**src/ipa_pkg.sv**
```systemverilog
// constants and types of the indirect pointer addressing unit
package ipa_pkg;
   localparam int ADDR_W = 12;
   localparam int DATA_W = 8;
   localparam int PTR_W = 16;
   // virtual register block per pointer: plain, post_decrement_access, post_increment_access, pre_increment_access, accumulator_offset_access
   localparam logic [11:0] VIRT_BASE_0 = 12'hFEB;
   localparam logic [11:0] VIRT_BASE_1 = 12'hFE3;
   localparam logic [11:0] VIRT_BASE_2 = 12'hFDB;
   localparam logic [11:0] PTR_BASE_0 = 12'hFE9;
   localparam logic [11:0] PTR_BASE_1 = 12'hFE1;
   localparam logic [11:0] PTR_BASE_2 = 12'hFD9;
   localparam logic [7:0] OFFSET_LIMIT = 8'h5F;
   localparam logic [7:0] QUICK_SPLIT = 8'h60;
   localparam logic [11:0] QUICK_HIGH_BASE = 12'hF00;
   localparam logic [7:0] READ_ZERO = 8'h00;
   localparam logic [15:0] PTR_RESET = 16'h0000;
   localparam logic [15:0] PTR_ONE = 16'h0001;

   typedef enum logic [2:0]
   {
      IPA_PLAIN = 3'h0,
      IPA_POST_DECREMENT_ACCESS = 3'h1,
      IPA_POST_INCREMENT_ACCESS = 3'h2,
      IPA_PRE_INCREMENT_ACCESS = 3'h3,
      IPA_ACCUMULATOR_OFFSET_ACCESS = 3'h4
   } ipa_mode_t;

   typedef enum logic [1:0]
   {
      IPA_IDLE = 2'h0,
      IPA_RESOLVE = 2'h1,
      IPA_ACCESS = 2'h2
   } ipa_state_t;
endpackage : ipa_pkg

```
**src/ipa_indirect_unit.sv**
```systemverilog
// indirect pointer addressing unit: pointer pairs, virtual registers, indexed offset
`timescale 1ns/1ps
`default_nettype none
module ipa_indirect_unit
   import ipa_pkg::*;
(
   input wire logic clk_i,
   input wire logic rst_i,
   input wire logic extended_set_enable_bit_i,
   // request from execution unit: one-cycle pulse
   input wire logic req_i,
   input wire logic req_write_i,
   input wire logic req_direct_i,
   input wire logic req_access_bank_i,
   input wire logic [ADDR_W-1:0] req_addr_i,
   input wire logic [DATA_W-1:0] req_wdata_i,
   input wire logic [DATA_W-1:0] acc_i,
   // data memory port
   output logic mem_req_o,
   output logic mem_we_o,
   output logic [ADDR_W-1:0] mem_addr_o,
   output logic [DATA_W-1:0] mem_wdata_o,
   input wire logic [DATA_W-1:0] mem_rdata_i,
   // answer
   output logic done_o,
   output logic [DATA_W-1:0] rdata_o,
   output logic [PTR_W-1:0] ptr0_o,
   output logic [PTR_W-1:0] ptr1_o,
   output logic [PTR_W-1:0] ptr2_o
);
   // ==================================================
   // decode helpers
   // ==================================================
   // which pointer owns a virtual register address, 3 = none
   function automatic logic [1:0] virt_ptr(input logic [ADDR_W-1:0] a);
      if (a >= VIRT_BASE_0 && a <= VIRT_BASE_0 + 12'h004)
         virt_ptr = 2'h0;
      else if (a >= VIRT_BASE_1 && a <= VIRT_BASE_1 + 12'h004)
         virt_ptr = 2'h1;
      else if (a >= VIRT_BASE_2 && a <= VIRT_BASE_2 + 12'h004)
         virt_ptr = 2'h2;
      else
         virt_ptr = 2'h3;
   endfunction : virt_ptr

   function automatic ipa_mode_t virt_mode(input logic [ADDR_W-1:0] a, input logic [1:0] p);
      logic [ADDR_W-1:0] base;
      base = (p == 2'h0) ? VIRT_BASE_0 : (p == 2'h1) ? VIRT_BASE_1 : VIRT_BASE_2;
      // plain at base+4, then post_decrement_access, post_increment_access, pre_increment_access, accumulator_offset_access downward order
      case (a - base)
         12'h004: virt_mode = IPA_PLAIN;
         12'h003: virt_mode = IPA_POST_DECREMENT_ACCESS;
         12'h002: virt_mode = IPA_POST_INCREMENT_ACCESS;
         12'h001: virt_mode = IPA_PRE_INCREMENT_ACCESS;
         default: virt_mode = IPA_ACCUMULATOR_OFFSET_ACCESS;
      endcase
   endfunction : virt_mode

   // pointer pair register byte: 0=low,1=high of pointer p, else none
   function automatic logic [2:0] ptr_byte(input logic [ADDR_W-1:0] a);
      if (a == PTR_BASE_0) ptr_byte = 3'h0;
      else if (a == PTR_BASE_0 + 12'h001) ptr_byte = 3'h1;
      else if (a == PTR_BASE_1) ptr_byte = 3'h2;
      else if (a == PTR_BASE_1 + 12'h001) ptr_byte = 3'h3;
      else if (a == PTR_BASE_2) ptr_byte = 3'h4;
      else if (a == PTR_BASE_2 + 12'h001) ptr_byte = 3'h5;
      else ptr_byte = 3'h7;
   endfunction : ptr_byte

   // ==================================================
   // state
   // ==================================================
   logic [PTR_W-1:0] ptr_r [3];
   ipa_state_t state_r;
   logic we_r;
   logic [ADDR_W-1:0] tgt_r;
   logic [DATA_W-1:0] wd_r;

   // ==================================================
   // request resolution
   // ==================================================
   logic [1:0] vp;
   ipa_mode_t vm;
   logic [PTR_W-1:0] cur;
   logic [PTR_W-1:0] eff;
   logic [PTR_W-1:0] upd;
   logic do_upd;
   logic [ADDR_W-1:0] tgt_nxt;
   logic xmode;
   logic [2:0] pb;

   always_comb
   begin
      vp = virt_ptr(req_addr_i);
      vm = virt_mode(req_addr_i, vp);
      cur = (vp == 2'h3) ? PTR_RESET : ptr_r[vp];
      eff = cur;
      upd = cur;
      do_upd = 1'b0;
      xmode = extended_set_enable_bit_i == 1'b1;
      case (vm)
         IPA_POST_DECREMENT_ACCESS:
         begin
            upd = cur - PTR_ONE;
            do_upd = 1'b1;
         end
         IPA_POST_INCREMENT_ACCESS:
         begin
            upd = cur + PTR_ONE;
            do_upd = 1'b1;
         end
         IPA_PRE_INCREMENT_ACCESS:
         begin
            upd = cur + PTR_ONE;
            eff = upd;
            do_upd = 1'b1;
         end
         IPA_ACCUMULATOR_OFFSET_ACCESS:
            eff = cur + {8'h00, acc_i};
         default:
            eff = cur;
      endcase
      if (req_direct_i)
      begin
         if (xmode && req_access_bank_i && req_addr_i[7:0] <= OFFSET_LIMIT)
            tgt_nxt = ADDR_W'(ptr_r[2] + {8'h00, req_addr_i[7:0]});
         else if (req_access_bank_i)
            tgt_nxt = (req_addr_i[7:0] >= QUICK_SPLIT) ?
               (QUICK_HIGH_BASE | {4'h0, req_addr_i[7:0]}) : {4'h0, req_addr_i[7:0]};
         else
            tgt_nxt = req_addr_i;
         do_upd = 1'b0;
      end
      else if (vp == 2'h3)
      begin
         tgt_nxt = req_addr_i;
         do_upd = 1'b0;
      end
      else
         tgt_nxt = eff[ADDR_W-1:0];
      pb = ptr_byte(tgt_nxt);
   end

   // ==================================================
   // sequencing: resolve in the request cycle, one access cycle, answer on the cycle after
   // ==================================================
   always_ff @(posedge clk_i or posedge rst_i)
   begin
      if (rst_i)
      begin
         state_r <= IPA_IDLE;
         we_r <= 1'b0;
         tgt_r <= '0;
         wd_r <= '0;
      end
      else
      begin
         case (state_r)
            IPA_IDLE:
               if (req_i)
               begin
                  state_r <= IPA_ACCESS;
                  we_r <= req_write_i;
                  tgt_r <= tgt_nxt;
                  wd_r <= req_wdata_i;
               end
            IPA_ACCESS:
               state_r <= IPA_IDLE;
            default:
               state_r <= IPA_IDLE;
         endcase
      end
   end

   // pointer pairs; status flags are not in this block at all, so never altered
   logic ind_req;
   logic tgt_virt_r;
   logic [2:0] tpb_r;
   assign ind_req = req_i && (state_r == IPA_IDLE) && !req_direct_i && (vp != 2'h3);

   always_ff @(posedge clk_i or posedge rst_i)
   begin
      if (rst_i)
      begin
         ptr_r[0] <= PTR_RESET;
         ptr_r[1] <= PTR_RESET;
         ptr_r[2] <= PTR_RESET;
         tgt_virt_r <= 1'b0;
         tpb_r <= 3'h7;
      end
      else
      begin
         if (req_i && state_r == IPA_IDLE)
         begin
            tgt_virt_r <= !req_direct_i && (virt_ptr(tgt_nxt) != 2'h3) && (vp != 2'h3);
            tpb_r <= pb;
         end
         // a write that lands on a pointer byte stores the value bare, so no modify
         if (ind_req && do_upd && !(req_write_i && pb != 3'h7))
            ptr_r[vp] <= upd;
         if (state_r == IPA_ACCESS && we_r && tpb_r != 3'h7 && !tgt_virt_r)
         begin
            // written value lands over the addressed byte of the pair without a modify
            if (tpb_r[0])
               ptr_r[tpb_r[2:1]][15:8] <= wd_r;
            else
               ptr_r[tpb_r[2:1]][7:0] <= wd_r;
         end
      end
   end

   // ==================================================
   // memory side and answer
   // ==================================================
   always_ff @(posedge clk_i or posedge rst_i)
   begin
      if (rst_i)
      begin
         mem_req_o <= 1'b0;
         mem_we_o <= 1'b0;
         mem_addr_o <= '0;
         mem_wdata_o <= '0;
      end
      else
      begin
         // other special registers pass through with their own side effects
         mem_req_o <= req_i && state_r == IPA_IDLE && !(!req_direct_i &&
            vp != 2'h3 && virt_ptr(tgt_nxt) != 2'h3) && pb == 3'h7;
         mem_we_o <= req_write_i;
         mem_addr_o <= tgt_nxt;
         mem_wdata_o <= req_wdata_i;
      end
   end

   always_ff @(posedge clk_i or posedge rst_i)
   begin
      if (rst_i)
      begin
         done_o <= 1'b0;
         rdata_o <= '0;
      end
      else
      begin
         done_o <= state_r == IPA_ACCESS;
         if (state_r == IPA_ACCESS)
         begin
            if (tgt_virt_r)
               rdata_o <= READ_ZERO;
            else if (tpb_r != 3'h7)
               rdata_o <= tpb_r[0] ? ptr_r[tpb_r[2:1]][15:8] : ptr_r[tpb_r[2:1]][7:0];
            else
               rdata_o <= mem_rdata_i;
         end
      end
   end

   always_ff @(posedge clk_i or posedge rst_i)
   begin
      if (rst_i)
      begin
         ptr0_o <= PTR_RESET;
         ptr1_o <= PTR_RESET;
         ptr2_o <= PTR_RESET;
      end
      else
      begin
         ptr0_o <= ptr_r[0];
         ptr1_o <= ptr_r[1];
         ptr2_o <= ptr_r[2];
      end
   end
endmodule : ipa_indirect_unit
`default_nettype wire

```
**config.mk**
```make
export PLATFORM = sky130hd
export DESIGN_NAME = ipa_indirect_unit
export DESIGN_NICKNAME = d
export VERILOG_FILES = /design/src/ipa_pkg.sv /design/src/ipa_indirect_unit.sv
export SDC_FILE = /design/constraint.sdc
export NUM_CORES = 1
export LEC_CHECK = 0
export BUFFER_PORTS_ARGS = -buffer_cell sky130_fd_sc_hd__clkbuf_2
export CORE_ASPECT_RATIO = 0.5
export CORE_MARGIN = 2
export CORE_UTILIZATION = 53
export DETAILED_ROUTE_END_ITERATION = 16
export PLACE_DENSITY = 0.77
export RECOVER_POWER = 50
export REMOVE_ABC_BUFFERS = 1
export SLEW_MARGIN = 40
export SYNTH_ARGS = -nofsm -noshare
export SYNTH_HDL_FRONTEND = slang
export SYNTH_SLANG_ARGS = --single-unit
export TNS_END_PERCENT = 10
```
**constraint.sdc**
```tcl
create_clock -name clk_i -period 4.4 [get_ports clk_i]
set_input_delay 0.66 -clock clk_i [delete_from_list [all_inputs] [get_ports clk_i]]
set_output_delay 0.66 -clock clk_i [all_outputs]
set_load 0.02 [all_outputs]
```
==> results.txt, run 1 <==
----------------------------------------------------
[Final layout]
  Diode count ... 0
  Fraction of layout instances using a drive strength above 1 ... 31.5%
  Multi-input combinational cell area ... 5160 µm²
  Area of all placed cells without fillers ... 11800 µm²
  Most common cell after layout, fill and taps aside ... buf_4
  Number of fillers in the final layout ... 1278
  Final core utilization ... 71.7%
  Sequential cell area ... 3530 µm²
  Highest-count cells in the layout ignoring fill and taps ... 179 x buf_4, 136 x dfrtp_1, 116 x clkbuf_2
  Synth-to-Final Area Change ... 32.5%
  Post-layout net count ... 1337

[Yosys]
  Synthesis Warnings ... 0
  Synth unique cells ... 85
  Sequential cell area fraction in the yosys report ... 39.8%
  Area of the mapped netlist ... 8870 µm²
  Post-synthesis sequential element count ... 141
  Avg Cell Area, Syn ... 8.97 µm²
  Post-synth top flop ... dfrtp_1
  Cells after Synth ... 989
  Count of flip-flops with a built-in enable after synthesis ... 0
  Async S/R FF share, synth ... 100%

[Floorplan]
  Die Outline Area ... 17900 µm²
  Starting density of the core ... 54.1%
  Row count ... 33
  Top-level port count ... 122
  Standard cell core area ... 16400 µm²
  Floorplan die width ... 187 µm
  Die outline height ... 95.5 µm

[Job]
  Max-cap violation count ... 0

[Global route]
  First-pass GRT wire length ... 57600 µm
  GRT Overall Usage ... 44.4%
  Via count of the first global-routing pass ... 9444
  GRT overflow ... 0
  Largest net degree at the start of global routing ... 101
  Number of antenna violations at the first check in global routing ... 0

[STA]
  Total negative slack ... 0 ns
  RSZ-0062 raised after global routing ... true
  Worst Tran Pin Value ... 0.860 ns
  Worst rel slew slack ... 42.7%
  Final Hold Viols ... 0
  Achievable frequency ... 0.230 GHz
  Final Cycle Share ... 98.6%
  Shortest period the worst path allows ... 4.34 ns
  Post-Route Hold Slack ... 0.341 ns
  Setup Skew ... 0.0143 ns
  Final slew viol count ... 0
  Final setup vio count ... 0

[Worst setup path]
  Worst EP required ... 4.72 ns
  Worst setup path category ... in -> reg
  Data arrival time at the worst-slack endpoint ... 4.65 ns
  Register-to-register setup slack ... 0.07 ns
  Worst Setup End Kind ... register
  Launching element type of the critical path ... input pin
  Max FO, Critical Path ... 21

[Clocking]
  Root cell of the clock tree ... clkbuf_16
  Clock Path Buffers ... 2
  Clock net sink count ... 141
  CTS Buf Count ... 17
  CTS HTree Levels ... 4
  Clk Latency, worst-skew pair ... 0.44 ns
  CTS clock-pin slew for the worst setup and hold paths ... 0.06 ns
  Hold buffers post-CTS ... 0
  TritonCTS clock tree ... yes

[Hold path]
  Tightest Hold Check Type ... in -> reg

[Detailed routing]
  Final routed wirelength across all metal layers ... 39700 µm
  Via count of the routed design ... 10.2k
  Met3 Routed Length ... 5670 µm
  Via density per instance ... 6.72
  DR iter-0 viols ... 1404
  First-pass DRT Iterations ... 8
  Top routing layer in use ... met4
  Detailed route wirelength on metal2 ... 15900 µm
  WL per Instance ... 26.3 µm
  DRC ... 0
  Antenna Nets Post-Route ... 0
  Routed metal-1 wire length ... 16200 µm

[Placed design]
  Placer Congestion ... 1.08
  Dpl cell area ... 11000 µm²
  Half-perimeter wire length after placement ... 30300 µm
  I/O Buffers ... 121

[Pwr]
  Overall Power ... 3520 µW
  Cell Pwr Density ... 299 nW/µm²
  Largest vdd supply drop ... 0.273 mV
  Leakage power ... 0.00554 µW

[Run status]
  Outcome ... completed

----------------------------------------------------
[timing repair]
action,4_1_cts,5_1_grt
endpoints found under the setup margin,38,42
pin swaps,1,6
setup buffers,0,3
gates resized for setup,6,28
[critical path: stages]
cell and delay, ns:
clkbuf_2 0.15, buf_4 0.26, and4b_1 0.25, a211oi_2 0.30, nor2_1 0.16, ha_1 0.32, buf_4 0.15, o21ai_0 0.21
nor2_1 0.09, o21ai_1 0.23, o31ai_1 0.13, a211oi_2 0.37, buf_4 0.19, buf_4 0.12, or3_4 0.13, a21oi_2 0.08
nand4_4 0.11, buf_4 0.15, a21oi_2 0.06, buf_4 0.18, a221o_1 0.35
[through the flow]
| stage | worst slack (ns) | instances |
|---|---|---|
| floorplan | -1.11 | 936 |
| CTS | 0.0205 | 1508 |
| detailed placement | -0.745 | 1476 |
| finish | 0.0611 | 1511 |
| global route | -0.0378 | 1511 |
| global placement | -0.694 | 1476 |
[path summary, 6_finish.rpt]
path | to | cells past startpoint | startpoint
setup / recovery | ptr_r[15] | 21 | req_addr_i[5]
hold / removal | mem_wdata_o[5] | 1 | req_wdata_i[5]
setup reg to reg | ptr_r[2] | 18 | ptr_r[0]
hold reg to reg | ptr0_o[12] | 0 | ptr_r[44]
max in group asynchronous | mem_wdata_o[1] | 3 | rst_i
min in group asynchronous | ptr0_o[6] | 2 | rst_i
[layer usage]
layer  global-route usage [%]  vias to the layer above
met5                    0.275                        -
met4                     19.8                        0
met3                     15.2                      191
met2                     65.0                      865
met1                     59.7                     4814
li1                         -                     4284
[registers in the layout, indices dropped and copies added, names as in the netlist]
name / count
state_r: 1
tgt_virt_r: 1
tpb_r: 3
ptr0_o: 16
we_r: 1
rdata_o: 8
mem_addr_o: 12
done_o: 1
mem_req_o: 1
ptr_r: 48
ptr1_o: 16
mem_we_o: 1
ptr2_o: 16
wd_r: 8
mem_wdata_o: 8
[report_power, final]
| part | internal [µW] | total (µW) | switching [µW] |
|---|---|---|---|
| clock network | 915 | 1570 | 651 |
| logic | 188 | 502 | 314 |
| registers | 1360 | 1450 | 85.9 |
| total | 2470 | 3520 | 1050 |
[cells in the mapped netlist (6+ instances only)]
library cell	n	area share (%)
dfrtp_1	138	39
nand2_1	102	4.3
nor2_1	80	3.4
a21oi_1	67	3.8
o21ai_0	59	3.3
mux2i_1	33	3.7
clkbuf_1	30	1.3
nor3_1	30	1.7
inv_1	25	1.1
a31oi_1	23	1.6
and2_1	22	1.6
a211oi_1	21	1.8
ha_1	21	3.0
o22ai_1	21	1.5
a221o_1	20	2.3
nand3_1	19	1.1
and4b_1	14	1.6
buf_2	14	0.79
nand4_1	14	0.99
nor4_1	14	0.99
mux2_2	13	1.7
xnor2_1	13	1.3
nor2b_1	12	0.85
and3_1	10	0.71
xor2_1	10	0.99
a21o_1	9	0.76
o211ai_1	9	0.76
o21a_1	9	0.76
or2_2	9	0.63
a221oi_1	7	0.69
o31ai_1	7	0.59
or3_1	7	0.49
or4_1	7	0.59
buf_1	6	0.25
nand2b_1	6	0.42
nand3b_1	6	0.51
nor4b_1	6	0.59
[cell type report]
| class | count | area share (%) |
|---|---|---|
| multi-input combinational | 768 | 43.9 |
| tap | 227 | 2.42 |
| clock buffer | 21 | 4.09 |
| inverter | 27 | 0.926 |
| sequential | 141 | 30.1 |
| timing repair buffer | 316 | 17.4 |
| clock inverter | 11 | 1.22 |
[cells by family after synthesis]
| group | synth area share [%] |
|---|---|
| adders and majority gates | 3.41 |
| xor gates and xnor gates | 2.27 |
| DFF | 39.8 |
| AOI/OAI and AO/OA | 22.7 |
| buffers and inverters | 3.79 |
| and+or+nand+nor | 22.5 |
| muxes | 5.50 |
(Power assumes the default switching activity.)
==> inputs of run 2 (changes only) <==
PLACE_DENSITY = 0.78   (was 0.77)
==> results.txt, run 2 (synthesized netlist as in run 1, its figures left out) <==
----------------------------------------------------
[Final layout]
  Post-layout net count ... 1330
  Most common cell after layout, fill and taps aside ... buf_4
  Sequential cell area ... 3530 µm²
  Highest-count cells in the layout ignoring fill and taps ... 163 x buf_4, 138 x dfrtp_1, 115 x clkbuf_2
  Largest register FFs ... 48
  Number of fillers in the final layout ... 1313
  Multi-input combinational cell area ... 5080 µm²
  Synth-to-Final Area Change ... 29.8%
  Fraction of layout instances using a drive strength above 1 ... 28.7%
  Diode count ... 0
  Area of all placed cells without fillers ... 11500 µm²
  Register with the most flip-flops ... ptr_r
  Number of standard cells in the final layout excluding fillers ... 1504

[STA]
  Final slew viol count ... 77
  Shortest period the worst path allows ... 4.28 ns
  Setup Skew ... 0.0133 ns
  Final Hold Viols ... 0
  Final Cycle Share ... 97.4%
  Achievable frequency ... 0.233 GHz
  Worst Tran Pin Value ... 3.02 ns
  Slack of the critical path ... 0.115 ns
  Post-Route Hold Slack ... 0.355 ns
  RSZ-0062 raised after global routing ... false
  Final setup vio count ... 0
  Worst rel slew slack ... -102%

[Pwr]
  Leakage power ... 0.00540 µW
  Cell-internal power ... 2390 µW
  Sequential power share ... 42.3%
  Overall Power ... 3420 µW
  Cell Pwr Density ... 297 nW/µm²
  Switching power total ... 1030 µW
  Gate power share ... 14.2%
  Sw Share ... 30.1%
  Share of total power in the clock network ... 43.5%
  Largest vdd supply drop ... 0.274 mV

[Detailed routing]
  Via density per instance ... 6.58
  WL per Instance ... 25.4 µm
  DR iter-0 viols ... 1454
  Antenna Nets Post-Route ... 0
  First-pass DRT Iterations ... 8
  DRC ... 0
  Via count of the routed design ... 9901
  Final routed wirelength across all metal layers ... 38100 µm

[Clocking]
  Clk Latency, worst-skew pair ... 0.43 ns
  Number of post-CTS setup repair buffers ... 0
  TritonCTS clock tree ... yes
  CTS Buf Count ... 17
  Root cell of the clock tree ... clkbuf_16
  CTS HTree Levels ... 4
  CTS clock-pin slew for the worst setup and hold paths ... 0.07 ns
  Clock net sink count ... 141
  Clock Path Buffers ... 2

[Placed design]
  I/O Buffers ... 121
  Dpl cell area ... 11000 µm²
  Placer Congestion ... 1.13
  Post-place setup slack ... -0.444 ns
  Placed insts ... 1471
  Half-perimeter wire length after placement ... 29400 µm

[Worst setup path]
  First element of the critical path ... ptr_r[18]
  Slowest stage cell on the critical path ... dfrtp_1
  Beginning of the worst register-to-register path ... ptr_r[18]
  Buffer and inverter count on the worst path ... 3
  Launching element type of the critical path ... register
  Worst EP required ... 4.76 ns
  Data arrival time at the worst-slack endpoint ... 4.65 ns
  Worst setup path category ... reg -> reg
  Worst Setup End Kind ... register
  Max FO, Critical Path ... 27
  Worst path max stage delay ... 0.50 ns
  CP cell instances ... nor4bb_1 > nor3_1 > nor2_1 > ha_1 > o21ai_0 > buf_4 > o21ai_0 > a21oi_1 > o221ai_1 > a31oi_1 > buf_4 > o211ai_1 > a21oi_2 > nand4_4 > buf_12 > a21oi_4 > a221o_1
  Kind of cell adding the most delay to the critical path ... compound AO/OA/AOI/OAI gates

[Floorplan]
  Row count ... 33
  Die outline height ... 95.5 µm
  Top-level port count ... 122
  Die Outline Area ... 17900 µm²
  Starting density of the core ... 54.1%
  Standard cell core area ... 16400 µm²
  Floorplan die width ... 187 µm

[Hold path]
  Tightest Hold Check Type ... in -> reg
  Hold path startpoint ... req_wdata_i[0]

[Job]
  Max-cap violation count ... 1

[Global route]
  GRT Overall Usage ... 42.6%
  Largest net degree at the start of global routing ... 77
  First-pass GRT wire length ... 56100 µm
  Via count of the first global-routing pass ... 9293
  GRT overflow ... 0
  Number of antenna violations at the first check in global routing ... 1

[Run status]
  Outcome ... finished, violations left
  Violated checks ... max-capacitance violations, max-slew violations

----------------------------------------------------
-- run 2: changes by cell type in the layout (fill, tap and decap cells not counted), moves of 4 or more --
cell	change
clkinvlp_4	+4
buf_4	-16
clkbuf_8	-4
clkbuf_1	+13
-- run 2: repair_timing --
action | 4_1_cts | 5_1_grt
pin swaps | 0 | 3
endpoints found under the setup margin | 8 | 30
gates cloned | 0 | 1
hold buffers | 0 | 0
resized for setup | 1 | 13
hold endpoints to repair | 0 | 0
-- run 2: final timing paths --
path / end / slack (ns) / depth (start not counted)
worst max register to register: ptr_r[5] / 0.12 / 17
worst max-delay path: ptr_r[5] / 0.12 / 17
worst min-delay path: mem_wdata_o[0] / 0.35 / 1
worst min register to register: ptr0_o[15] / 0.45 / 0
max in group asynchronous: ptr_r[45] / 1.01 / 3
min in group asynchronous: ptr1_o[14] / 1.31 / 2
-- run 2: routing by layer --
layer / part of all wire, % / global-route usage, %
met3: 15 / 15.1
met1: 41 / 58.1
met2: 40 / 63.6
met5: 0 / 0
met4: 3.3 / 13.4
-- run 2: metrics by stage --
stage	utilization, %	TNS (ns)
6_report	70.2	0
2_1_floorplan	-	-41.25
3_3_place_gp	66.8	-5.85
4_1_cts	70.4	0
5_1_grt	70.2	0
3_5_place_dp	66.8	-11.39
-- run 2: area by class of cell --
cell class / count / area share (%)
clock inverters: 13 / 1.34
multi-input cells: 769 / 44.1
clock buffers: 19 / 3.76
well taps: 227 / 2.47
flip-flops and latches: 141 / 30.7
inverters: 27 / 0.880
repair buffers: 308 / 16.8
-- run 2: power by group through the flow --
stage	Clock, µW	Sequential, µW	Combinational [µW]
2_1_floorplan	0	1480	187
3_3_place_gp	0	1460	464
3_5_place_dp	0	1460	474
4_1_cts	1490	1440	477
5_1_grt	1540	1450	514
6_report	1490	1450	485
